===== src/pft_pkg.sv =====
// shared constants, op codes and time helpers for the frame timestamp unit
package pft_pkg;

    // ****************************************************************
    // widths
    // ****************************************************************
    localparam int TIME_W = 80;
    localparam int TAG_W = 16;
    localparam int TRIM_W = 11;
    localparam int NS_W = 32;
    localparam int SEC_W = 48;
    localparam int OP_W = 2;
    localparam int ETYPE_W = 16;

    // ****************************************************************
    // per-frame operation codes
    // ****************************************************************
    localparam logic [1:0] OP_NONE = 2'h0;
    localparam logic [1:0] OP_ONE_STEP = 2'h1;
    localparam logic [1:0] OP_TWO_STEP = 2'h2;
    localparam logic [1:0] OP_RESERVED = 2'h3;

    // ****************************************************************
    // trim field layout: whole ns above, eighths of a ns below
    // ****************************************************************
    localparam int TRIM_NS_LSB = 3;
    localparam int TRIM_NS_MSB = 10;
    localparam int TRIM_FRAC_MSB = 2;
    localparam logic [2:0] TRIM_FRAC_HALF = 3'h4;

    // ****************************************************************
    // timing
    // ****************************************************************
    localparam logic [NS_W-1:0] NS_PER_SEC = 32'h3B9ACA00;
    localparam int CLK_FREQ_MHZ = 200;
    localparam logic [NS_W-1:0] NS_STEP = NS_W'(1000 / CLK_FREQ_MHZ);
    // transceiver rate the correction arithmetic is fixed for at 25G (kHz)
    localparam int XCVR_FREQ_KHZ = 390625;
    localparam int CAP_DLY_DEF = 4;
    localparam int TAG_DEPTH_DEF = 4;
    localparam logic [ETYPE_W-1:0] ETYPE_TIME = 16'h88F7;

    // ****************************************************************
    // helpers
    // ****************************************************************
    // reserved code falls through to no action
    function automatic logic pft_wants_ts(input logic [OP_W-1:0] op);
        return (op == OP_ONE_STEP) || (op == OP_TWO_STEP);
    endfunction : pft_wants_ts

    // add ns to an ordinary-mode time, carrying into seconds
    function automatic logic [TIME_W-1:0] pft_add_ns(input logic [TIME_W-1:0] t,
                                                      input logic [NS_W-1:0] d);
        logic [NS_W:0] sum;
        logic [SEC_W-1:0] sec;
        sum = {1'b0, t[NS_W-1:0]} + {1'b0, d};
        sec = t[TIME_W-1:NS_W];
        if (sum >= {1'b0, NS_PER_SEC}) begin
            sum = sum - {1'b0, NS_PER_SEC};
            sec = sec + SEC_W'(1);
        end
        return {sec, sum[NS_W-1:0]};
    endfunction : pft_add_ns

endpackage : pft_pkg


===== src/pft_if.sv =====
// link between the timestamp unit and its client / time source
`timescale 1ns/1ps
`default_nettype none
interface pft_if;
    import pft_pkg::*;
    logic tx_sop;
    logic [OP_W-1:0] frame_time_op_code;
    logic [TAG_W-1:0] tx_tag;
    logic [TRIM_W-1:0] trim;
    logic [TIME_W-1:0] tx_time;
    logic [TIME_W-1:0] rx_time;
    logic ts_valid;
    logic [TAG_W-1:0] ts_tag;
    logic [TIME_W-1:0] ts_value;
    logic os_valid;
    logic [TIME_W-1:0] os_value;
    logic wr_err;
    logic rd_err;
    logic rx_sop;
    logic [TIME_W-1:0] rx_ts;

    modport dev (
        input tx_sop, frame_time_op_code, tx_tag, trim, tx_time, rx_time,
        output ts_valid, ts_tag, ts_value, os_valid, os_value, wr_err, rd_err,
        output rx_sop, rx_ts
    );
    modport cli (
        output tx_sop, frame_time_op_code, tx_tag, trim, tx_time, rx_time,
        input ts_valid, ts_tag, ts_value, os_valid, os_value, wr_err, rd_err,
        input rx_sop, rx_ts
    );
endinterface : pft_if
`default_nettype wire


===== src/pft_dev.sv =====
// device end: tx capture with tag queue and trim, rx stamp on every frame
`timescale 1ns/1ps
`default_nettype none
// Functional notes
// client gives tag on first cycle; no-op ignores
// tag returned with captured timestamp on result
// one-step stamp shifted by 11-bit trim
// tag write fault sticky until reset
// tag read fault sticky until reset
// rx time shares tx format and clock
// rx timestamp valid on packet's first cycle
// stamp every rx frame, no type check
// client filters rx stamps by ethertype
// stamp tx only when marked, pair tag
// sample time when start passes capture plane
// time source arrives already in our clock
// correction arithmetic assumes fixed transceiver rate
// integrator fixes clock rates at build
// op 00 none, 01 one-step, 10 two-step, 11 none
// ns in low 32, seconds in high 48
// valid strobe with each result and tag
// tags queued first-in first-out
module pft_dev #(
    parameter int CAP_DLY = pft_pkg::CAP_DLY_DEF,
    parameter int TAG_DEPTH = pft_pkg::TAG_DEPTH_DEF
) (
    input wire logic clk_sys_i,
    input wire logic rst_n_i,
    pft_if.dev lnk,
    input wire logic line_rx_sop_i,
    output logic line_tx_cap_o
);
    import pft_pkg::*;

    // pointers wrap at any depth, not only at powers of two
    localparam int PTR_W = (TAG_DEPTH > 1) ? $clog2(TAG_DEPTH) : 1;
    localparam int CNT_W = $clog2(TAG_DEPTH + 1);
    localparam logic [PTR_W-1:0] PTR_LAST = PTR_W'(TAG_DEPTH - 1);
    localparam logic [CNT_W-1:0] CNT_FULL = CNT_W'(TAG_DEPTH);

    logic [CAP_DLY-1:0] sop_pipe_q;
    logic [OP_W-1:0] op_pipe_q [CAP_DLY];
    logic [TAG_W-1:0] tag_mem_q [TAG_DEPTH];
    logic [PTR_W-1:0] wr_ptr_q;
    logic [PTR_W-1:0] rd_ptr_q;
    logic [CNT_W-1:0] cnt_q;
    logic cap_sop;
    logic [OP_W-1:0] cap_op;
    logic push;
    logic pop;
    logic full;
    logic empty;
    logic push_ok;
    logic pop_ok;
    logic [NS_W-1:0] trim_ns;
    logic ts_valid_q;
    logic [TAG_W-1:0] ts_tag_q;
    logic [TIME_W-1:0] ts_value_q;
    logic os_valid_q;
    logic [TIME_W-1:0] os_value_q;
    logic wr_err_q;
    logic rd_err_q;
    logic rx_sop_q;
    logic [TIME_W-1:0] rx_ts_q;

    function automatic logic [PTR_W-1:0] ptr_next(input logic [PTR_W-1:0] p);
        return (p == PTR_LAST) ? '0 : p + PTR_W'(1);
    endfunction : ptr_next

    // ****************************************************************
    // transmit path to the capture plane
    // ****************************************************************
    // fixed pipeline stands in for the mac/pcs latency ahead of the plane
    // unmarked frames travel too, so the capture pulse shows every start
    always_ff @(posedge clk_sys_i) begin
        if (!rst_n_i) begin
            sop_pipe_q <= '0;
            for (int i = 0; i < CAP_DLY; i++) begin
                op_pipe_q[i] <= OP_NONE;
            end
        end else begin
            sop_pipe_q[0] <= lnk.tx_sop;
            op_pipe_q[0] <= lnk.tx_sop ? lnk.frame_time_op_code : OP_NONE;
            for (int i = 1; i < CAP_DLY; i++) begin
                sop_pipe_q[i] <= sop_pipe_q[i-1];
                op_pipe_q[i] <= op_pipe_q[i-1];
            end
        end
    end
    assign cap_sop = sop_pipe_q[CAP_DLY-1];
    assign cap_op = op_pipe_q[CAP_DLY-1];
    assign line_tx_cap_o = cap_sop;

    // ****************************************************************
    // tag queue
    // ****************************************************************
    // a push into a full queue is refused even if a pop frees a slot
    // in that cycle; with CAP_DLY < TAG_DEPTH this never arises
    assign push = lnk.tx_sop && pft_wants_ts(lnk.frame_time_op_code);
    assign pop = cap_sop && pft_wants_ts(cap_op);
    assign full = (cnt_q == CNT_FULL);
    assign empty = (cnt_q == '0);
    assign push_ok = push && !full;
    assign pop_ok = pop && !empty;

    always_ff @(posedge clk_sys_i) begin
        if (!rst_n_i) begin
            wr_ptr_q <= '0;
            rd_ptr_q <= '0;
            cnt_q <= '0;
        end else begin
            if (push_ok) begin
                wr_ptr_q <= ptr_next(wr_ptr_q);
            end
            if (pop_ok) begin
                rd_ptr_q <= ptr_next(rd_ptr_q);
            end
            if (push_ok && !pop_ok) begin
                cnt_q <= cnt_q + CNT_W'(1);
            end else if (pop_ok && !push_ok) begin
                cnt_q <= cnt_q - CNT_W'(1);
            end
        end
    end

    // storage needs no reset; contents only read behind a count
    always_ff @(posedge clk_sys_i) begin
        if (push_ok) begin
            tag_mem_q[wr_ptr_q] <= lnk.tx_tag;
        end
    end

    // a refused push leaves the queue one tag short; the capture that
    // later finds it empty raises the read fault
    // faults stay up until the path is reset; nothing else clears them
    always_ff @(posedge clk_sys_i) begin
        if (!rst_n_i) begin
            wr_err_q <= 1'b0;
            rd_err_q <= 1'b0;
        end else begin
            if (push && full) begin
                wr_err_q <= 1'b1;
            end
            if (pop && empty) begin
                rd_err_q <= 1'b1;
            end
        end
    end

    // ****************************************************************
    // capture and results
    // ****************************************************************
    // fractional eighths round to the nearest whole ns in ordinary mode
    // no rate input: clock rates are fixed when the core is built
    assign trim_ns = NS_W'(lnk.trim[TRIM_NS_MSB:TRIM_NS_LSB])
                   + NS_W'(lnk.trim[TRIM_FRAC_MSB:0] >= TRIM_FRAC_HALF);

    // ts_* also report one-step frames; os_* is the extra one-step view
    // os_value carries into seconds when the trim crosses a second
    always_ff @(posedge clk_sys_i) begin
        if (!rst_n_i) begin
            ts_valid_q <= 1'b0;
            ts_tag_q <= '0;
            ts_value_q <= '0;
            os_valid_q <= 1'b0;
            os_value_q <= '0;
        end else begin
            ts_valid_q <= pop_ok;
            os_valid_q <= pop_ok && (cap_op == OP_ONE_STEP);
            if (pop_ok) begin
                ts_tag_q <= tag_mem_q[rd_ptr_q];
                ts_value_q <= lnk.tx_time;
                os_value_q <= pft_add_ns(lnk.tx_time, trim_ns);
            end
        end
    end

    // ****************************************************************
    // receive: stamp every frame, present with the delayed start
    // ****************************************************************
    always_ff @(posedge clk_sys_i) begin
        if (!rst_n_i) begin
            rx_sop_q <= 1'b0;
            rx_ts_q <= '0;
        end else begin
            // one stage, so rx_sop and rx_ts leave together
            rx_sop_q <= line_rx_sop_i;
            if (line_rx_sop_i) begin
                rx_ts_q <= lnk.rx_time;
            end
        end
    end

    // ****************************************************************
    // link outputs, all straight from registers
    // ****************************************************************
    assign lnk.ts_valid = ts_valid_q;
    assign lnk.ts_tag = ts_tag_q;
    assign lnk.ts_value = ts_value_q;
    assign lnk.os_valid = os_valid_q;
    assign lnk.os_value = os_value_q;
    assign lnk.wr_err = wr_err_q;
    assign lnk.rd_err = rd_err_q;
    assign lnk.rx_sop = rx_sop_q;
    assign lnk.rx_ts = rx_ts_q;

endmodule : pft_dev
`default_nettype wire


===== src/flat_wrapper.sv =====
// flat-port wrapper written by rule: the top's interface ports become plain ports
module pft_dev_flat import pft_pkg::*;
#(
    parameter int CAP_DLY = pft_pkg::CAP_DLY_DEF,
    parameter int TAG_DEPTH = pft_pkg::TAG_DEPTH_DEF
)
  (clk_sys_i, rst_n_i, line_rx_sop_i, line_tx_cap_o, lnk_tx_sop, lnk_frame_time_op_code, lnk_tx_tag, lnk_trim, lnk_tx_time, lnk_rx_time, lnk_ts_valid, lnk_ts_tag, lnk_ts_value, lnk_os_valid, lnk_os_value, lnk_wr_err, lnk_rd_err, lnk_rx_sop, lnk_rx_ts);
  pft_if lnk_i ();
  input wire logic clk_sys_i;
  input wire logic rst_n_i;
  input wire logic line_rx_sop_i;
  output logic line_tx_cap_o;
  input wire logic [$bits(lnk_i.tx_sop)-1:0] lnk_tx_sop;
  input wire logic [$bits(lnk_i.frame_time_op_code)-1:0] lnk_frame_time_op_code;
  input wire logic [$bits(lnk_i.tx_tag)-1:0] lnk_tx_tag;
  input wire logic [$bits(lnk_i.trim)-1:0] lnk_trim;
  input wire logic [$bits(lnk_i.tx_time)-1:0] lnk_tx_time;
  input wire logic [$bits(lnk_i.rx_time)-1:0] lnk_rx_time;
  output wire logic [$bits(lnk_i.ts_valid)-1:0] lnk_ts_valid;
  output wire logic [$bits(lnk_i.ts_tag)-1:0] lnk_ts_tag;
  output wire logic [$bits(lnk_i.ts_value)-1:0] lnk_ts_value;
  output wire logic [$bits(lnk_i.os_valid)-1:0] lnk_os_valid;
  output wire logic [$bits(lnk_i.os_value)-1:0] lnk_os_value;
  output wire logic [$bits(lnk_i.wr_err)-1:0] lnk_wr_err;
  output wire logic [$bits(lnk_i.rd_err)-1:0] lnk_rd_err;
  output wire logic [$bits(lnk_i.rx_sop)-1:0] lnk_rx_sop;
  output wire logic [$bits(lnk_i.rx_ts)-1:0] lnk_rx_ts;
  assign lnk_i.tx_sop = lnk_tx_sop;
  assign lnk_i.frame_time_op_code = lnk_frame_time_op_code;
  assign lnk_i.tx_tag = lnk_tx_tag;
  assign lnk_i.trim = lnk_trim;
  assign lnk_i.tx_time = lnk_tx_time;
  assign lnk_i.rx_time = lnk_rx_time;
  assign lnk_ts_valid = lnk_i.ts_valid;
  assign lnk_ts_tag = lnk_i.ts_tag;
  assign lnk_ts_value = lnk_i.ts_value;
  assign lnk_os_valid = lnk_i.os_valid;
  assign lnk_os_value = lnk_i.os_value;
  assign lnk_wr_err = lnk_i.wr_err;
  assign lnk_rd_err = lnk_i.rd_err;
  assign lnk_rx_sop = lnk_i.rx_sop;
  assign lnk_rx_ts = lnk_i.rx_ts;
  pft_dev #(.CAP_DLY(CAP_DLY), .TAG_DEPTH(TAG_DEPTH)) u_core (.clk_sys_i(clk_sys_i), .rst_n_i(rst_n_i), .lnk(lnk_i), .line_rx_sop_i(line_rx_sop_i), .line_tx_cap_o(line_tx_cap_o));
endmodule

===== config.mk =====
export PLATFORM = sky130hd
export DESIGN_NAME = pft_dev_flat
export DESIGN_NICKNAME = d
export VERILOG_FILES = /design/src/pft_pkg.sv /design/src/pft_if.sv /design/src/pft_dev.sv /design/src/flat_wrapper.sv
export SDC_FILE = /design/constraint.sdc
export NUM_CORES = 1
export LEC_CHECK = 0
export BUFFER_PORTS_ARGS = -buffer_cell sky130_fd_sc_hd__buf_2
export CORE_UTILIZATION = 44
export CTS_CLUSTER_DIAMETER = 40
export CTS_CLUSTER_SIZE = 40
export DETAILED_ROUTE_END_ITERATION = 8
export PLACE_DENSITY = 0.78
export SYNTH_ARGS = -nofsm -noshare
export SYNTH_HDL_FRONTEND = slang
export SYNTH_SLANG_ARGS = --single-unit

===== constraint.sdc =====
create_clock -name clk_sys_i -period 9 [get_ports clk_sys_i]
set_input_delay 0.45 -clock clk_sys_i [delete_from_list [all_inputs] [get_ports clk_sys_i]]
set_output_delay 0.45 -clock clk_sys_i [all_outputs]
set_load 0.02 [all_outputs]

After elaboration in Yosys (flattened, before gate mapping)
Memories as Yosys holds them, arrays and structs flattened. A register that Yosys moved wholly into a read port is not among the register bits.
Cells that the tools add are included.
W data, S select, Z words.
- bits of input ports: 193
- memory bits (writable): 72
- memories: 2
- register bits after elaboration: 256
- logic and storage cells: 68
- memory list (memory ; depth ; bits a word ; rd ports ; clocked after Yosys merged registers in ; write ports ; line ; text):
    u_core.tag_mem_q ; 4 ; 16 ; 1 ; 1 ; 1 ; pft_dev.sv:43 ; logic [TAG_W-1:0] tag_mem_q [TAG_DEPTH];
    u_core.op_pipe_q ; 4 ; 2 ; 4 ; 0 ; 4 ; pft_dev.sv:42 ; logic [OP_W-1:0] op_pipe_q [CAP_DLY];
- multiplexer cells: 15
- add/sub/neg operators: 8
- eq/ne operators: 7
- $lt $le $gt $ge: 2
- bitwise operators: 4
- reductions and logical operators: 18
- operators with widths (kind ; count):
    $add A48 B1 Y48 const B ; 1
    $mux W48 ; 1
    $add A32 B9 Y33 ; 1
    $ge A33 B30 Y1 const B ; 1
    $mux W32 ; 1
    $sub A32 B30 Y32 const B ; 1
    $mux W2 ; 7
    $add A8 B1 Y9 ; 1
    $logic_and A1 B1 Y1 ; 9
    $eq A2 B2 Y1 const B ; 4
    $mux W3 ; 2
    $logic_not A1 Y1 ; 5
    $add A2 B1 Y2 const B ; 2
    $eq A2 B1 Y1 const B ; 2
    $mux W1 ; 4
    $or A1 B1 Y1 ; 4
    $add A3 B1 Y3 const B ; 1
    $eq A3 B3 Y1 const B ; 1
    $ge A3 B3 Y1 const B ; 1
    $logic_not A3 Y1 ; 1
    $sub A3 B1 Y3 const B ; 1
    $logic_or A1 B1 Y1 ; 2
    $reduce_bool A2 Y1 ; 1

Logic depth before layout (Yosys ltp)
Gate-level depths: netlist of the first run.
- word-level depth: 8
- depth in mapped cells: 19
- gate-level depth less buffers: 16

Worst setup path after synthesis of the first run
OpenSTA, ideal clock, no wires.
- path kind: input to register
- start: in lnk_tx_time[0]
- end: reg u_core.os_value_q[10] (netlist: u_core.lnk.os_value[10])
- cell stages on the path: 19
- slack: 4.386 ns
- arrival time: 4.497 ns
- cell sequence: inv_1 > fa_1 > fa_1 > nand2b_1 > a211o_1 > buf_2 > a211oi_1 > xnor2_1 > ha_1 > nand2b_1 > a21oi_1 > a2111oi_0 > a22oi_1 > a311o_1 > o21ai_1 > buf_2 > buf_4 > nand2_1 > a32o_1
- cells in the longest elaborated chain, start to end: 3
- elaborated cells between the ends (all ways): 4
- those cells by class: add/sub (2); order compare (1); mux (1)
- ends and longest elaborated chain (item ; line ; text):
    start: declaration ; flat_wrapper.sv:17 ; input wire logic [$bits(lnk_i.tx_time)-1:0] lnk_tx_time;
    $add A32 B9 Y33 * ; pft_pkg.sv:56 ; sum = {1'b0, t[NS_W-1:0]} + {1'b0, d};
    $sub A32 B30 Y32 or $ge A33 B30 Y1 (tied branches) ; pft_pkg.sv:59, pft_pkg.sv:58 ;
    $mux W32 * ; pft_pkg.sv:58 ; if (sum >= {1'b0, NS_PER_SEC}) begin
    end signal: assignment ; pft_dev.sv:173 ; os_value_q <= pft_add_ns(lnk.tx_time, trim_ns);
    end: declaration ; pft_dev.sv:60 ; logic [TIME_W-1:0] os_value_q;
Mark *: on every way between the ends. The rest lies on a longest branch, timed or not.
A chain may end at the register's enable or synchronous reset.

Final worst setup path of the first run
- start: in lnk_tx_time[5]
- end: reg u_core.os_value_q[22] (netlist: u_core.lnk.os_value[22])
Same word-level chain as after synthesis.

==> flow_summary_export.csv, run 1 <==
group,metric,value,unit
synth,synth-async-reset-ratio,0,
placement,gp_congestion,0.921,
cts,clock_path_buffers,3,
cts,cts_buffers,49,
layout,drive_above_1_share,0.296,
sta,post-route-period-util,0.588,
setup_path,rr_endpoint,"u_core.cnt_q[2]$_SDFFE_PN0P_",
cts,clkSinkCount,344,
cts,ctsResizeCount,0,
synth,synth_cells,1616,
grt,antenna_found_initial,3,
setup_path,r2r_cells,11,
floorplan,start_util,0.451,
pwr,cellInternalPower,0.00289,W
floorplan,die-width,191,um
sta,fin_setup_tns,0,ps
cts,cts.htree.levels,2,
setup_path,max_stage_delay,810,ps
synth,synth-warning-count,0,
min_path,worstHoldStart,"lnk_tx_tag[3]",
min_path,whs_endpoint,"u_core.tag_mem_q[2][3]$_DFFE_PP_",
routing,drt_wl_total,46400,um
sta,tightest_slew,1130,ps
synth,synth_edf_count,64,
sta,hold_viol_final,0,
synth,seq_area_frac_synth,0.478,
setup_path,criticalPathCategory,"input port to flip-flop",
setup_path,cp_common_cell,"ha_1",
grt,overflow,0,
floorplan,coreArea,34900,um2
cts,post_cts.repair.setup_buffers,0,
grt,grt_pass1_vias,13100,
floorplan,die_height,191,um
layout,final_net_count,2228,
sta,worst_slack,3710,ps
routing,first_iter_violations,704,
setup_path,r2r-start,"u_core.cnt_q[2]$_SDFFE_PN0P_",
routing,ant_nets,0,
sta,clock_skew,19.9,ps
setup_path,cp-end-kind,"flip-flop",
grt,grt_pass1_wl,70900,um
placement,dpl_worst_slack,3190,ps
routing,num_vias,13700,
routing,drtPass1Iterations,5,
floorplan,boundaryPins,455,
setup_path,worst-path-buf-inv,2,
synth,synth_fp_nets,1828,
pwr,powerDensity,197,nW/um2
synth,synth.avg_cell_area,9.74,um2
setup_path,crit_arrival,5740,ps
flow_run,max_cap_viol_count,0,
sta,min_period,5290,ps
pwr,power_frac_comb,0.090,
setup_path,worstPathMaxFanout,22,
synth,ys_ff_latch,344,
routing,post_drt_via_cell_ratio,5.44,
setup_path,cpLargestDelayFamily,"compound AO/OA/AOI/OAI gates",
cts,cts_hold_buf,0,
routing,post_drt_wl_per_cell,18.5,um
sta,slew_headroom,0.249,
min_path,hp-class,"input port to flip-flop",
synth,ys.flop_type,"dfxtp_1",
cts,clkTransAtPathRegs,70,ps
placement,portBuffers,452,
placement,hpwl,32900,um
pwr,power.switching,0.00104,W
setup_path,reg2reg_slack,5030,ps
sta,fmax,0.189,GHz
grt,grtUsageTotal,0.246,
grt,grt_max_degree,134,
sta,setup-violations-final,0,
status,status,"completed",
pwr,p_leak,8.36,nW
pwr,pwr-share-clk,0.498,
pwr,irDropWorstVdd,0.158,mV
synth,synth.cell_area,15700,um2
pwr,pwr-share-seq,0.412,
floorplan,dieArea,36500,um2
setup_path,setup.worst_path.start_class,"input port",
sta,rsz0062_at_grt,"no",
min_path,whs_path_depth,1,
routing,drc_errors,0,
setup_path,crit_path_top_delay_cell,"a21boi_2",
cts,cts_tree,"built",
layout,area_growth,26.5,%
setup_path,path_cells,"buf_2 > ha_1 > and3_2 > a221oi_2 > a21boi_2 > o21ai_0 > and2_1 > ha_1 > nand2b_1 > a21oi_1 > a2111oi_0 > a22oi_1 > a311o_1 > o21ai_2 > buf_4 > or3_1 > a32o_1",
cts,clk_latency,580,ps
setup_path,required,9450,ps
pwr,p_sw_frac,0.264,
sta,maxSlewViolCount,0,
synth,ys_types,85,
cts,clock-root-buffer,"clkbuf_16",
floorplan,rows,68,
registers in the layout (all words and copies together), names as in the netlist, 3 cells and up:
register and count:
u_core.lnk.os_value 80, u_core.lnk.rx_ts 80, u_core.lnk.ts_value 80, u_core.tag_mem_q 64, u_core.lnk.ts_tag 16, u_core.op_pipe_q 8, u_core.sop_pipe_q 4, u_core.cnt_q 3
final cells by class:
| class | count | area [um2] |
|---|---|---|
| inverter | 25 | 96.3 |
| antenna | 2 | 5.00 |
| multi-input combinational | 1131 | 7640 |
| timing repair buffer | 465 | 2370 |
| clock inverter | 39 | 432 |
| clock buffer | 52 | 1270 |
| tap | 455 | 569 |
| sequential | 344 | 7530 |
| fill | 2989 | 15000 |
metal layers:
| metal | GRT usage | wire length (um) |
|---|---|---|
| met2 | 0.397 | 21500 |
| met1 | 0.314 | 19600 |
| met5 | 0 | 27 |
| met4 | 0.0922 | 1350 |
| met3 | 0.0665 | 3930 |
power groups by stage:
stage	logic [W]	clock network, W	registers [W]
CTS	0.000353	0.00199	0.00162
global placement	0.000340	0	0.00165
detailed placement	0.000350	0	0.00165
finish	0.000354	0.00196	0.00162
global route	0.000384	0.00205	0.00162
floorplan	0.000192	0	0.00168
worst max-delay path by stage:
stage	from	to	depth (start not counted)
after floorplan	lnk_tx_time[0]	u_core.lnk.os_value[10]$_SDFFE_PN0P_	19
after global placement	lnk_tx_time[5]	u_core.lnk.os_value[66]$_SDFFE_PN0P_	17
after detailed placement	lnk_tx_time[6]	u_core.lnk.os_value[22]$_SDFFE_PN0P_	17
after CTS	lnk_tx_time[5]	u_core.lnk.os_value[22]$_SDFFE_PN0P_	17
after global routing	lnk_tx_time[5]	u_core.lnk.os_value[22]$_SDFFE_PN0P_	17
final	lnk_tx_time[5]	u_core.lnk.os_value[22]$_SDFFE_PN0P_	17
synth_stat cells (6+ instances only):
master / count / area [um2]
a2111oi_2: 6 / 90.1
a211o_1: 7 / 61.3
a211oi_1: 10 / 75.1
a21boi_0: 103 / 773
a21o_1: 10 / 75.1
a21oi_1: 32 / 160
a31oi_1: 19 / 119
a32o_1: 10 / 100
a32oi_1: 12 / 105
and2_1: 28 / 175
and3_1: 17 / 106
buf_2: 15 / 75.1
clkbuf_1: 89 / 334
dfxtp_1: 280 / 5610
edfxtp_1: 64 / 1920
ha_1: 16 / 200
inv_1: 24 / 90.1
mux2i_1: 83 / 831
mux4_2: 16 / 360
nand2_1: 274 / 1030
nand3_1: 64 / 320
nand3b_1: 12 / 90.1
nand4_1: 21 / 131
nor2_1: 26 / 97.6
nor2b_1: 90 / 563
nor3_1: 15 / 75.1
nor4_1: 8 / 50.1
o2111ai_1: 13 / 114
o21ai_0: 47 / 235
o21ai_1: 8 / 40.0
o31ai_1: 15 / 113
or3_1: 18 / 113
or4_1: 21 / 158
xnor2_1: 35 / 307
xor2_1: 16 / 140
stage by stage:
stage | instances | hold slack (ps) | utilization | area [um2] | total power [W]
2_1_floorplan | 1616 | 412 | - | 15700 | 0.00187
3_3_place_gp | 2420 | 413 | 0.522 | 18200 | 0.00199
3_5_place_dp | 2420 | 421 | 0.522 | 18200 | 0.00200
4_1_cts | 2511 | 55.0 | 0.571 | 19900 | 0.00396
5_1_grt | 2512 | 76.2 | 0.571 | 19900 | 0.00406
6_report | 2513 | 91.7 | 0.571 | 19900 | 0.00393
cells by family (layout without fill, tap and decap cells):
family | after synthesis | count (layout) | share of synthesized area
fa+ha+maj | 19 | 19 | 0.0165
flops | 344 | 344 | 0.478
simple gates | 622 | 622 | 0.201
compound gates | 340 | 340 | 0.163
buf+inv | 141 | 581 | 0.0370
xor+xnor | 51 | 51 | 0.0284
mux | 99 | 99 | 0.0757
other cells | 0 | 2 | 0
layout by cell type (no fill, tap or decap), types with 15 or more instances in the layout:
| cell type | Yosys | final |
|---|---|---|
| nor2_1 | 26 | 26 |
| xnor2_1 | 35 | 35 |
| or3_1 | 18 | 18 |
| ha_1 | 16 | 16 |
| a21oi_1 | 32 | 32 |
| edfxtp_1 | 64 | 64 |
| nor3_1 | 15 | 15 |
| nand3_1 | 64 | 64 |
| mux2i_1 | 83 | 83 |
| nand2_1 | 274 | 274 |
| xor2_1 | 16 | 16 |
| and3_1 | 17 | 17 |
| o21ai_0 | 47 | 47 |
| buf_2 | 15 | 450 |
| nand4_1 | 21 | 21 |
| nor2b_1 | 90 | 89 |
| or4_1 | 21 | 21 |
| o31ai_1 | 15 | 15 |
| and2_1 | 28 | 27 |
| clkbuf_16 | 0 | 49 |
| inv_1 | 24 | 24 |
| a31oi_1 | 19 | 19 |
| mux4_2 | 16 | 16 |
| dfxtp_1 | 280 | 280 |
| a21boi_0 | 103 | 103 |
No activity file was read; power rests on OpenSTA's default activity.
==> run 2: changes to the inputs <==
- ABC_AREA: default -> 1
- PLACE_DENSITY: 0.78 -> 0.8
- clock period: 9 -> 4.8 ns (I/O delays scaled with it)
==> flow_summary_export.csv, run 2 <==
group,metric,value,unit
layout,layout_commonest_cell,"nand2_1",
sta,fmax,0.237,GHz
grt,antenna_found_initial,6,
cts,clk_latency,570,ps
sta,holdWs,31.2,ps
synth,synth_cells,2417,
cts,cts_tree,"built",
sta,maxSlewViolCount,0,
sta,min_period,4220,ps
setup_path,max_stage_delay,530,ps
layout,drive_above_1_share,0.199,
synth,synth-warning-count,0,
synth,synth.cell_area,16800,um2
synth,synth_fp_nets,2629,
cts,cts.htree.levels,2,
setup_path,path_cells,"dlygate4sd3_1 > buf_2 > inv_1 > fa_1 > fa_1 > inv_1 > nand2_1 > a21oi_1 > nand2_1 > nand2_1 > nand2_1 > nand2_2 > nand3_1 > clkinv_1 > nand2_1 > nand2_1 > nand2_1 > nand3_4 > nand3_4 > buf_12 > nand3_1 > nand3_1 > nand2_1 > inv_1",
routing,first_iter_violations,1418,
synth,synth.avg_cell_area,6.97,um2
status,status,"completed",
grt,grtUsageTotal,0.318,
floorplan,dieArea,39100,um2
flow_run,max_cap_viol_count,0,
synth,seq_area_frac_synth,0.447,
routing,wl_met3,4960,um
synth,ys_ff_latch,344,
cts,cts_buffers,43,
floorplan,boundaryPins,455,
grt,overflow,0,
sta,setup-violations-final,0,
floorplan,die_height,198,um
grt,grt_max_degree,134,
layout,fillers,3411,
synth,netlist_top_cells_count,"566 x nand2_1, 456 x nor2_1, 280 x dfxtp_1, 229 x inv_1, 204 x o21ai_0",
routing,post_drt_via_cell_ratio,5.32,
routing,routed-wl-met2,30300,um
synth,ys_types,44,
floorplan,die-width,198,um
grt,grt_pass1_wl,97200,um
synth,synth_top_cell_area_share,0.333,
sta,rsz0062_at_grt,"no",
layout,multi_input_area,7900,um2
layout,final_net_count,3164,
sta,tightest_slew,1230,ps
cts,clkSinkCount,344,
routing,num_vias,18600,
grt,grt_pass1_vias,17900,
layout,fin_util,0.592,
layout,final_cell_mix,"565 x nand2_1, 454 x nor2_1, 451 x buf_2, 280 x dfxtp_1, 229 x inv_1",
routing,post_drt_wl_per_cell,18.2,um
routing,drtPass1Iterations,6,
synth,synth-async-reset-ratio,0,
sta,fin_setup_tns,0,ps
setup_path,crit_arrival,4680,ps
routing,ant_nets,0,
setup_path,worst-path-buf-inv,7,
layout,area_growth,32.5,%
min_path,hp-class,"input port to flip-flop",
placement,hpwl,44700,um
pwr,powerDensity,329,nW/um2
routing,drt-met1-wl,25000,um
setup_path,criticalPathCategory,"input port to flip-flop",
layout,regArea,7530,um2
synth,synth_top_area_cell,"dfxtp_1",
setup_path,worstPathMaxFanout,37,
routing,drt_wl_total,63600,um
synth,synth_edf_count,64,
synth,ys.flop_type,"dfxtp_1",
setup_path,cpLargestDelayFamily,"simple AND/OR/NAND/NOR gates",
sta,clock_skew,14.3,ps
synth,synth_area_leaders,"dfxtp_1 33%, nand2_1 13%, edfxtp_1 11%",
setup_path,setup.worst_path.start_class,"input port",
cts,clkTransAtPathRegs,60,ps
floorplan,start_util,0.447,
cts,ctsResizeCount,0,
synth,synth.most_common_cell,"nand2_1",
setup_path,crit_path_top_delay_cell,"dlygate4sd3_1",
sta,slew_headroom,0.177,
routing,drc_errors,0,
cts,clock-root-buffer,"clkbuf_16",
cts,clock_path_buffers,3,
sta,hold_viol_final,0,
placement,gp_congestion,0.998,
sta,post-route-period-util,0.879,
placement,portBuffers,452,
floorplan,rows,71,
setup_path,cp-end-kind,"flip-flop",
setup_path,cp_common_cell,"nand2_1",
routing,top_layer_used,"met4",
setup_path,required,5270,ps
pwr,irDropWorstVdd,0.488,mV
floorplan,coreArea,37700,um2
pwr,p_leak,10.8,nW
run 2: layout make-up:
type | count | share of cell area
multi-input combinational | 1710 | 0.354
sequential | 344 | 0.338
timing repair buffer | 602 | 0.168
clock buffer | 50 | 0.0508
inverter | 251 | 0.0425
tap | 511 | 0.0287
clock inverter | 30 | 0.0176
antenna | 6 | 0.000673
run 2: worst min-delay path, cell delays in order:
cell and delay (ps):
buf_2 150, inv_1 90, a21oi_1 70
run 2: cell families (layout without fill, tap and decap cells):
logic type	Yosys count	after routing	synth area share
adder cells (fa/ha/maj)	19	19	0.0155
XOR/XNOR	30	30	0.0161
AO/OA/AOI/OAI	338	338	0.107
flip-flops	344	344	0.447
other	0	6	0
AND/OR/NAND/NOR	1323	1323	0.330
buffers and inverters	363	933	0.0846
run 2: final timing paths:
path                                startpoint                                    to  slack, ps  cells past startpoint
max reg2reg  u_core.op_pipe_q[3][1]$_SDFF_PN0_  u_core.lnk.ts_value[11]$_SDFFE_PN0P_       1490                      9
max                             lnk_tx_time[0]  u_core.lnk.os_value[11]$_SDFFE_PN0P_        580                     24
min reg2reg  u_core.op_pipe_q[1][1]$_SDFF_PN0_     u_core.op_pipe_q[2][1]$_SDFF_PN0_        410                      2
min                            lnk_tx_time[23]  u_core.lnk.ts_value[23]$_SDFFE_PN0P_         30                      3
run 2: power breakdown:
group	switching, W	total [W]	internal, W
Sequential	0.0000359	0.00305	0.00301
Combinational	0.000567	0.000864	0.000298
Clock	0.00143	0.00342	0.00199
run 2: repair_timing:
item | in CTS | in global routing
buffers inserted | 0 | 0
hold buffers | 133 | 0
endpoints found under the hold margin | 180 | 0
run 2: per-stage QoR:
step | worst slack (ps) | power (W) | std cells | instance area [um2]
2_1_floorplan | 1670 | 0.00354 | 2417 | 16800
3_3_place_gp | 691 | 0.00384 | 3285 | 19400
3_5_place_dp | 658 | 0.00386 | 3285 | 19400
4_1_cts | 725 | 0.00734 | 3498 | 22300
5_1_grt | 307 | 0.00755 | 3502 | 22300
6_report | 581 | 0.00733 | 3504 | 22300
run 2: per-layer routing:
| metal | global-route usage | vias to the layer above |
|---|---|---|
| li1 | - | 8883 |
| met1 | 0.372 | 8661 |
| met2 | 0.553 | 911 |
| met3 | 0.0574 | 187 |
| met4 | 0.169 | 0 |
| met5 | 0 | - |
